File: config.mk
export PLATFORM = sky130hd
export DESIGN_NAME = lpa_reg
export DESIGN_NICKNAME = d
export VERILOG_FILES = /design/src/design/lpa_pkg.sv /design/src/design/lpa_reg.sv
export SDC_FILE = /design/constraint.sdc
export NUM_CORES = 1
export LEC_CHECK = 0
export BUFFER_PORTS_ARGS = -buffer_cell sky130_fd_sc_hd__clkbuf_2
export CAP_MARGIN = 0
export CORE_ASPECT_RATIO = 0.6
export CORE_MARGIN = 3
export CORE_UTILIZATION = 45
export CTS_BUF_LIST = sky130_fd_sc_hd__clkbuf_2 sky130_fd_sc_hd__clkbuf_4 sky130_fd_sc_hd__clkbuf_8
export CTS_CLUSTER_DIAMETER = 80
export DETAILED_ROUTE_END_ITERATION = 12
export PLACE_DENSITY = 0.9
export SYNTH_ARGS = -nofsm -noshare
export SYNTH_HDL_FRONTEND = slang
export SYNTH_SLANG_ARGS = --single-unit
File: constraint.sdc
create_clock -name clk_i -period 3.2 [get_ports clk_i]
set_clock_uncertainty 0.2 [all_clocks]
set_input_delay 0.64 -clock clk_i [delete_from_list [all_inputs] [get_ports clk_i]]
set_output_delay 0.64 -clock clk_i [all_outputs]
set_load 0.05 [all_outputs]
File: src/design/lpa_pkg.sv
// Package for the link partner ability register block.
// Assumes one management/core clock domain and a 5-bit register address.
package lpa_pkg;

    // ------------------------------------------------------------------
    // Register map
    // ------------------------------------------------------------------
    localparam logic [4:0] LPA_ADDR = 5'h05;
    localparam logic [15:0] LPA_RESET = 16'h0000;

    // ------------------------------------------------------------------
    // Field positions
    // ------------------------------------------------------------------
    localparam int LPA_NP_BIT = 15;
    localparam int LPA_ACK_BIT = 14;
    localparam int LPA_RF_BIT = 13;
    localparam int LPA_T4_BIT = 9;
    localparam int LPA_TAF_LSB = 5;
    localparam int LPA_SEL_LSB = 0;
    localparam logic [15:0] LPA_RSVD_MASK = 16'h1E00;

    // ------------------------------------------------------------------
    // Selector codes
    // ------------------------------------------------------------------
    localparam logic [4:0] LPA_SEL_ETH = 5'h01;
    localparam logic [4:0] LPA_SEL_ISLAN = 5'h02;

    // Decoded selector class
    typedef enum logic [1:0] {
        LPA_SEL_INVALID = 2'b00,
        LPA_SEL_IS_ETH = 2'b01,
        LPA_SEL_IS_ISLAN = 2'b10
    } lpa_sel_t;

    // Management access request
    typedef struct packed {
        logic rd;
        logic wr;
        logic [4:0] addr;
        logic [15:0] wdata;
    } lpa_mgmt_req_t;

    // Received page from the negotiation engine
    typedef struct packed {
        logic valid;
        logic [15:0] word;
    } lpa_page_t;

endpackage : lpa_pkg

File: src/design/lpa_reg.sv
// Link partner ability register with management access.
// Assumes page strobe and management requests are on clk_i.
// Contract
// - Every bit except 12..9 is loaded from the partner's received link code word.
// - Bit 15 mirrors the partner next-page flag.
// - Bit 14 reports the partner acknowledge flag.
// - Bit 13 reports the partner remote-fault flag.
// - Bits 8..5 hold the 100FD, 100HD, 10FD, 10HD abilities in order.
// - Bit 9 (four-pair ability) always reads zero.
// - Reserved bits 12..10 always read zero.
// - Bits 4..0 hold the selector; only the Ethernet code is supported.
// - Selector decode knows exactly two codes, 00001b and 00010b.
// - Override-writable bits take writes only while override is set.
`timescale 1ns/1ps
module lpa_reg
    import lpa_pkg::*;
(
    // Clock, reset, enable
    input wire logic clk_i,
    input wire logic rst_n_i,
    input wire logic ce_i,
    // Negotiation engine side
    input wire lpa_page_t page_i,
    input wire logic an_complete_i,
    input wire logic override_i,
    // Management side
    input wire lpa_mgmt_req_t mgmt_i,
    output logic [15:0] rdata_o,
    // Status
    output logic valid_o,
    output logic sel_supported_o,
    output lpa_sel_t sel_class_o
);

    // ------------------------------------------------------------------
    // Selector decode
    // ------------------------------------------------------------------
    function automatic lpa_sel_t sel_decode(input logic [4:0] sel);
        unique case (sel)
            LPA_SEL_ETH: sel_decode = LPA_SEL_IS_ETH;
            LPA_SEL_ISLAN: sel_decode = LPA_SEL_IS_ISLAN;
            default: sel_decode = LPA_SEL_INVALID;
        endcase
    endfunction : sel_decode

    // ------------------------------------------------------------------
    // Internal state
    // ------------------------------------------------------------------
    // Stored partner word, its next value and the read-data flop
    logic [15:0] lpa_r;
    logic [15:0] lpa_nxt;
    logic [15:0] rdata_r;
    logic wr_hit;

    // A write counts only when it addresses this register
    assign wr_hit = mgmt_i.wr && (mgmt_i.addr == LPA_ADDR);

    // ------------------------------------------------------------------
    // Next value: page load wins over management write
    // ------------------------------------------------------------------
    always_comb
    begin
        lpa_nxt = lpa_r;
        if (page_i.valid)
        begin
            lpa_nxt = page_i.word;
        end
        else if (wr_hit && override_i)
        begin
            lpa_nxt = mgmt_i.wdata;
        end
        // Cleared last so neither path can ever store bits 12..9
        lpa_nxt = lpa_nxt & ~LPA_RSVD_MASK;
    end

    // ------------------------------------------------------------------
    // Storage and read path
    // ------------------------------------------------------------------
    // Register storage, holds between pages and override writes; a low enable freezes it
    always_ff @(posedge clk_i or negedge rst_n_i)
    begin
        if (!rst_n_i)
            lpa_r <= LPA_RESET;
        else if (ce_i)
            lpa_r <= lpa_nxt;
    end

    // Registered read data
    always_ff @(posedge clk_i or negedge rst_n_i)
    begin
        if (!rst_n_i)
            rdata_r <= LPA_RESET;
        else if (ce_i && mgmt_i.rd)
            rdata_r <= (mgmt_i.addr == LPA_ADDR) ? lpa_r : 16'h0000;
    end

    // ------------------------------------------------------------------
    // Outputs
    // ------------------------------------------------------------------
    // Status decodes follow the stored word without extra delay
    assign rdata_o = rdata_r;
    assign valid_o = an_complete_i; // Qualifier for software
    assign sel_class_o = sel_decode(lpa_r[LPA_SEL_LSB +: 5]);
    assign sel_supported_o = (lpa_r[LPA_SEL_LSB +: 5] == LPA_SEL_ETH);

    // ------------------------------------------------------------------
    // Assertions
    // ------------------------------------------------------------------
    property p_page_load;
        @(posedge clk_i) disable iff (!rst_n_i)
        (ce_i && page_i.valid) |=>
            lpa_r == ($past(page_i.word) & ~LPA_RSVD_MASK);
    endproperty
    a_page_load: assert property (p_page_load)
        else $error("page not loaded");

    property p_np;
        @(posedge clk_i) disable iff (!rst_n_i)
        (ce_i && page_i.valid) |=>
            lpa_r[LPA_NP_BIT] == $past(page_i.word[LPA_NP_BIT]);
    endproperty
    a_np: assert property (p_np)
        else $error("next page flag wrong");

    property p_ack;
        @(posedge clk_i) disable iff (!rst_n_i)
        (ce_i && page_i.valid) |=>
            lpa_r[LPA_ACK_BIT] == $past(page_i.word[LPA_ACK_BIT]);
    endproperty
    a_ack: assert property (p_ack)
        else $error("ack flag wrong");

    property p_rf;
        @(posedge clk_i) disable iff (!rst_n_i)
        (ce_i && page_i.valid) |=>
            lpa_r[LPA_RF_BIT] == $past(page_i.word[LPA_RF_BIT]);
    endproperty
    a_rf: assert property (p_rf)
        else $error("remote fault wrong");

    property p_taf;
        @(posedge clk_i) disable iff (!rst_n_i)
        (ce_i && page_i.valid) |=>
            lpa_r[LPA_TAF_LSB +: 4] == $past(page_i.word[LPA_TAF_LSB +: 4]);
    endproperty
    a_taf: assert property (p_taf)
        else $error("ability bits wrong");

    property p_t4;
        @(posedge clk_i) disable iff (!rst_n_i)
        ##1 lpa_r[LPA_T4_BIT] == 1'b0;
    endproperty
    a_t4: assert property (p_t4)
        else $error("four-pair bit set");

    property p_rsvd;
        @(posedge clk_i) disable iff (!rst_n_i)
        (ce_i && mgmt_i.rd) |=> rdata_o[12:10] == 3'h0;
    endproperty
    a_rsvd: assert property (p_rsvd)
        else $error("reserved bits nonzero");

    property p_sel;
        @(posedge clk_i) disable iff (!rst_n_i)
        sel_supported_o == (sel_class_o == LPA_SEL_IS_ETH);
    endproperty
    a_sel: assert property (p_sel)
        else $error("selector support wrong");

    property p_isl;
        @(posedge clk_i) disable iff (!rst_n_i)
        (lpa_r[4:0] == LPA_SEL_ISLAN) |-> sel_class_o == LPA_SEL_IS_ISLAN;
    endproperty
    a_isl: assert property (p_isl)
        else $error("second selector code missed");

    property p_ovr;
        @(posedge clk_i) disable iff (!rst_n_i)
        (ce_i && wr_hit && !override_i && !page_i.valid) |=> $stable(lpa_r);
    endproperty
    a_ovr: assert property (p_ovr)
        else $error("write taken without override");

    property p_hold;
        @(posedge clk_i) disable iff (!rst_n_i)
        (!page_i.valid && !wr_hit) |=> $stable(lpa_r);
    endproperty
    a_hold: assert property (p_hold)
        else $error("register changed without page");

    property p_ovr_take;
        @(posedge clk_i) disable iff (!rst_n_i)
        (ce_i && wr_hit && override_i && !page_i.valid) |=>
            lpa_r == ($past(mgmt_i.wdata) & ~LPA_RSVD_MASK);
    endproperty
    a_ovr_take: assert property (p_ovr_take)
        else $error("override write not taken");

    property p_rd_hit;
        @(posedge clk_i) disable iff (!rst_n_i)
        (ce_i && mgmt_i.rd && mgmt_i.addr == LPA_ADDR) |=>
            rdata_o == $past(lpa_r);
    endproperty
    a_rd_hit: assert property (p_rd_hit)
        else $error("read data differs from register");

    property p_freeze;
        @(posedge clk_i) disable iff (!rst_n_i)
        !ce_i |=> $stable(lpa_r) && $stable(rdata_o);
    endproperty
    a_freeze: assert property (p_freeze)
        else $error("state moved with enable low");

    // ------------------------------------------------------------------
    // Cover points
    // ------------------------------------------------------------------
    c_page: cover property (@(posedge clk_i) ce_i && page_i.valid);
    c_ovr_wr: cover property (@(posedge clk_i) ce_i && wr_hit && override_i);
    c_rd: cover property (@(posedge clk_i) ce_i && mgmt_i.rd && valid_o);
    c_clash: cover property (@(posedge clk_i) ce_i && page_i.valid && wr_hit);
    c_frozen: cover property (@(posedge clk_i) !ce_i && page_i.valid);

endmodule : lpa_reg

==> results of run 1 <==
path summary, 6_finish.rpt:
kind	start	endpoint
min reg2reg	rdata_o[14]$_DFFE_PN0P_	rdata_o[14]$_DFFE_PN0P_
max	lpa_r[4]$_DFFE_PN0P_	sel_class_o[0]
max in group asynchronous	rst_n_i	rdata_o[13]$_DFFE_PN0P_
min in group clk_i	rdata_o[14]$_DFFE_PN0P_	rdata_o[14]$_DFFE_PN0P_
max reg2reg	lpa_r[0]$_DFFE_PN0P_	lpa_r[0]$_DFFE_PN0P_
min	rst_n_i	rdata_o[4]$_DFFE_PN0P_
area by class of cell:
cell class              count  area (um2)
fillers                   200         845
flip-flops and latches     24         601
multi-input cells          77         482
repair buffers             51         258
clock buffers               4        55.1
well taps                  30        37.5
synthesized netlist by cell type:
master	number	area (um2)
nand2_1	27	101
dfrtp_1	24	601
o21ai_0	13	65.1
or2_2	12	75.1
o221a_1	10	113
buf_4	5	37.5
clkbuf_1	4	15.0
nor3b_1	3	22.5
o221a_2	2	22.5
and2_1	1	6.26
buf_2	1	5.00
buf_6	1	11.3
conb_1	1	3.75
nand4b_4	1	23.8
nand4bb_1	1	11.3
nor4b_1	1	8.76
or3_1	1	6.26
or3_4	1	11.3
sequential cells by signal, summed over array words and instances (netlist names):
signal and cells:
rdata_o 12, lpa_r 12
per-layer routing:
layer | GRT usage [%] | vias up
met2 | 33.3 | 34
met4 | 2.25 | 0
li1 | - | 471
met3 | 7.33 | 0
met5 | 0 | -
met1 | 20.7 | 434
power groups by stage:
stage	Combinational, mW	Sequential (mW)	Clock, mW
floorplan	0.0644	0.355	0
global placement	0.103	0.347	0
detailed placement	0.108	0.349	0
CTS	0.108	0.343	0.206
global route	0.118	0.347	0.220
finish	0.107	0.343	0.199
kinds of logic (layout without fill, tap and decap cells):
kind of cell | after synthesis | in the layout | synth area share [%]
DFF | 24 | 24 | 52.7
buffers and inverters | 11 | 55 | 6.04
and+or+nand+nor | 48 | 48 | 23.4
other | 1 | 4 | 0.329
AOI/OAI and AO/OA | 25 | 25 | 17.6
==> impl_metrics.tcl, run 1 <==
set metrics [dict create \
    status "completed" \
    crit_path_end_kind "primary output" \
    dieArea_um2 3190 \
    met3_length_um 227 \
    wl_met2_um 1280 \
    avgRoutedWirePerCell_um 13.5 \
    top_layer "met3" \
    post-route-min-period_ps 2470 \
    areaGrowthSynthToFinish_pct 25.7 \
    clk-insertion-delay-late_ps 260 \
    postRouteAntennaNets 0 \
    final_area_um2 1430 \
    drc 0 \
    drive_gt1_share_pct 45.5 \
    grt_max_degree 25 \
    drv_slew 0 \
    placedCellCount 182 \
    io_pins 65 \
    io_buffers 50 \
    routed_wirelength_um 2520 \
    tritoncts "yes" \
    path_cells "or3_1 > nor3b_1 > clkbuf_2" \
    cts_buffers 3 \
    p_seq_share_pct 52.9 \
    setup_viol 0 \
    overflow 0 \
    path_depth 3 \
    holdBufCountCts 0 \
    maxCapViolCount 0 \
    grt_pass1_wl_um 4350 \
    syn-instance-count 109 \
    ys_ff_latch 24 \
    place_ws_ps 1040 \
    std_cell_rows 13 \
    cp.required_ps 2360 \
    layout_common_cells "clkbuf_2 (50), nand2_1 (27), dfrtp_1 (24), o21ai_0 (13), or2_2 (12)" \
    path_class "reg -> out" \
    place_hpwl_um 2070 \
    critPathLaunchType "register" \
    core_region_area_um2 2280 \
    report.final.hold_viol_count 0 \
    cts_resized 0 \
    clkPwrFrac_pct 30.7 \
    powerDensity_nw_per_um2 452 \
    r2r_cells 1 \
    path_delay_family "simple AND/OR/NAND/NOR gates" \
    swShare_pct 25.5 \
    dpl-instance-area_um2 1380 \
    htree_levels 1 \
    fin_nets 202 \
    fin_ws_ps 732 \
    chipWidth_um 71.0 \
    critPathMaxStageDelay_ps 430 \
    combPwrFrac_pct 16.5 \
    path_clk_slew_ps 80 \
    switchingPower_uw 165 \
    grt_pass1_vias 927 \
    setup_tns_ps 0 \
    arrival_ps 1630 \
    total_power_uw 648 \
    final_cells 186 \
    yosysWarnings 0 \
    min_path_type "in -> async" \
    p_int_uw 483 \
    cp_max_fo 3 \
    slowest_stage "or3_1" \
    die_h_um 45.0 \
    worst_slew_pin_slew_ps 565 \
    wl_met1_um 1020 \
    first_iter_violations 15 \
    ys_seq_area_share_pct 52.7 \
    reg2reg_slack_ps 2150 \
    yosysUniqueCellTypes 18 \
    firstDrtPassIters 3 \
    timing.slew.headroom_pct 62.3 \
    antenna_cells 0 \
    place.gp.congestion 0.798 \
    p_leak_nw 0.687 \
    antenna_found_initial 0 \
    cts_root_buf "clkbuf_8" \
    postCtsSetupBuffers 0 \
    clock-sinks 24 \
    track_usage_pct 18.1 \
    syn_area_per_cell_um2 10.5 \
    post-route-period-util_pct 77.1 \
    rsz0062_at_grt "no" \
    vias_per_cell 5.05 \
    fin_util_pct 62.9 \
    max_freq_mhz 405 \
    ir_drop_mv 0.265 \
    hold_ws_ps 155 \
    crit_buf_inv 1 \
    mostFrequentLayoutCell "clkbuf_2" \
    cts_max_path_buffers 2 \
    netlist_area_um2 1140 \
    num_vias 939 \
    start_util_pct 50.1 \
]
Note: power is estimated with default switching activity, not from simulation.
==> run 2: changes to the inputs <==
--- a/config.mk
+++ b/config.mk
@@ -5,15 +5,16 @@
 export SDC_FILE = /design/constraint.sdc
 export NUM_CORES = 1
 export LEC_CHECK = 0
+export ABC_AREA = 1
 export BUFFER_PORTS_ARGS = -buffer_cell sky130_fd_sc_hd__clkbuf_2
 export CAP_MARGIN = 0
 export CORE_ASPECT_RATIO = 0.6
 export CORE_MARGIN = 3
-export CORE_UTILIZATION = 45
+export CORE_UTILIZATION = 43
 export CTS_BUF_LIST = sky130_fd_sc_hd__clkbuf_2 sky130_fd_sc_hd__clkbuf_4 sky130_fd_sc_hd__clkbuf_8
 export CTS_CLUSTER_DIAMETER = 80
 export DETAILED_ROUTE_END_ITERATION = 12
-export PLACE_DENSITY = 0.9
+export PLACE_DENSITY = 0.86
 export SYNTH_ARGS = -nofsm -noshare
 export SYNTH_HDL_FRONTEND = slang
 export SYNTH_SLANG_ARGS = --single-unit
==> constraint.sdc (replaced) <==
create_clock -name clk_i -period 2.05 [get_ports clk_i]
set_clock_uncertainty 0.2 [all_clocks]
set_input_delay 0.41 -clock clk_i [delete_from_list [all_inputs] [get_ports clk_i]]
set_output_delay 0.41 -clock clk_i [all_outputs]
set_load 0.05 [all_outputs]
==> run 2 against run 1 <==
  * Largest power group unchanged
  * Hold slack improved by 93 ps
  * Sequential power rose by 51%
  * Highest routed layer is now met4
  * Count of clock-buffer cells in the layout fell by 1
==> impl_metrics.tcl, run 2 <==
set metrics [dict create \
    syn-instance-count 194 \
    ys_top_cells_by_count "nand2_1 (89), dfrtp_1 (24), inv_1 (19)" \
    setup_viol 0 \
    cts_root_buf "clkbuf_8" \
    ys_ff_latch 24 \
    cts_buffers 3 \
    grt_pass1_vias 1198 \
    die_h_um 49.7 \
    cp.required_ps 1440 \
    areaGrowthSynthToFinish_pct 22.7 \
    antenna_cells 0 \
    post-route-min-period_ps 1880 \
    drv_slew 0 \
    min_path_type "in -> reg" \
    cts_max_path_buffers 2 \
    dieArea_um2 3920 \
    final_area_um2 1680 \
    place.gp.congestion 0.768 \
    path_class "reg -> out" \
    slowest_stage "dfrtp_1" \
    yosysUniqueCellTypes 18 \
    synth_top_cell_area_share_pct 43.9 \
    fin_nets 288 \
    layout_common_cells "nand2_1 (89), clkbuf_2 (50), dfrtp_1 (24), inv_1 (19), nor2_1 (15)" \
    routed_wirelength_um 2900 \
    overflow 0 \
    place_hpwl_um 2390 \
    critPathMaxStageDelay_ps 410 \
    htree_levels 1 \
    clk-insertion-delay-late_ps 250 \
    grt_pass1_wl_um 5090 \
    report.final.hold_viol_count 0 \
    track_usage_pct 16.1 \
    synthTopCellsByArea "dfrtp_1 (44%), nand2_1 (24%), nand4_1 (5.5%)" \
    first_iter_violations 39 \
    io_pins 65 \
    rsz0062_at_grt "no" \
    ir_drop_mv 0.330 \
    maxCapViolCount 0 \
    yosysWarnings 0 \
    crit_path_end_kind "primary output" \
    path_clk_slew_ps 80 \
    timing.slew.headroom_pct 60.5 \
    path_cells "nor2_1 > nand2_1 > nor3_2 > clkbuf_2" \
    critPathLaunchType "register" \
    ys_seq_area_share_pct 43.9 \
    dpl-instance-area_um2 1630 \
    setup_tns_ps 0 \
    syn_area_per_cell_um2 7.05 \
    worst_slew_pin_slew_ps 592 \
    netlist_area_um2 1370 \
    ys_async_sr_fraction_pct 100 \
    max_freq_mhz 533 \
    drive_gt1_share_pct 26.6 \
    yosysMostFrequentCell "nand2_1" \
    yosys.area.top_type "dfrtp_1" \
    powerDensity_nw_per_um2 587 \
    fillCellCount 293 \
    avgRoutedWirePerCell_um 10.2 \
    io_buffers 50 \
    firstDrtPassIters 4 \
    core_region_area_um2 2950 \
    cp_max_fo 3 \
    post-route-period-util_pct 91.6 \
    start_util_pct 46.4 \
    vias_per_cell 4.63 \
    tritoncts "yes" \
    chipWidth_um 78.8 \
    synth_enable_flop_cells 0 \
    crit_buf_inv 1 \
    cts_resized 0 \
    arrival_ps 1270 \
    path_delay_family "flip-flops" \
    postRouteAntennaNets 0 \
    clock-sinks 24 \
    num_vias 1310 \
    mostFrequentLayoutCell "nand2_1" \
    synth_ff_type "dfrtp_1" \
    antenna_found_initial 0 \
    status "completed" \
    drc 0 \
    grt_max_degree 25 \
    std_cell_rows 15 \
    p_leak_nw 0.987 \
    total_power_uw 985 \
]
## run 2: kinds of logic after synthesis
| logic type | share of synthesized area (%) |
|---|---|
| flip-flops | 43.9 |
| other | 0.274 |
| AO/OA/AOI/OAI | 5.95 |
| buffers and inverters | 12.6 |
| AND/OR/NAND/NOR | 37.2 |
## run 2: where the power goes
part	internal [mW]	leakage (nW)	switching (mW)
registers	0.500	0.324	0.0179
logic	0.0681	0.641	0.137
clock network	0.131	0.0216	0.131
## run 2: per-layer routing
layer | vias up | global-route usage (%) | share of wire, %
met1 | 584 | 21.0 | 49
met2 | 45 | 27.3 | 43
met5 | - | 0 | 0
met4 | 0 | 2.62 | 0.59
met3 | 2 | 4.20 | 7.4
li1 | 679 | - | -
## run 2: area by class of cell
| cell class | instances | area, um2 | area share [%] |
|---|---|---|---|
| Clock buffer | 3 | 41.3 | 2.46 |
| Timing Repair Buffer | 56 | 298 | 17.7 |
| Inverter | 20 | 75.1 | 4.47 |
| Multi-Input combinational cell | 138 | 611 | 36.4 |
| Sequential cell | 24 | 601 | 35.8 |
| Tap cell | 42 | 52.6 | 3.13 |
## run 2: worst paths after layout
path | cells past startpoint | from | end | slack, ps
max | 4 | lpa_r[3]$_DFFE_PN0P_ | sel_class_o[1] | 170
min | 5 | page_i[15] | lpa_r[15]$_DFFE_PN0P_ | 250
max reg2reg | 2 | lpa_r[1]$_DFFE_PN0P_ | rdata_o[1]$_DFFE_PN0P_ | 1100
min reg2reg | 2 | lpa_r[14]$_DFFE_PN0P_ | lpa_r[14]$_DFFE_PN0P_ | 290
max in group asynchronous | 2 | rst_n_i | rdata_o[14]$_DFFE_PN0P_ | 770
min in group asynchronous | 2 | rst_n_i | lpa_r[0]$_DFFE_PN0P_ | 480
## run 2: per-stage QoR
stage,util (%),std cells,hold WS [ps],setup slack [ps]
2_1_floorplan,-,197,-85.6,237
3_3_place_gp,55.2,279,227,374
3_5_place_dp,55.2,279,240,346
4_1_cts,56.9,283,245,152
5_1_grt,56.9,283,271,92.1
6_report,56.9,283,248,173
## run 2: worst register-to-register path, stage by stage, from the launching register on
cell,delay [ps]
dfrtp_1,350
inv_1,70
o31ai_1,240
## run 2: repair_timing
action | 4_1_cts | 5_1_grt
hold buffers | 1 | 0
setup buffers | 0 | 0
hold endpoints to repair | 24 | 0
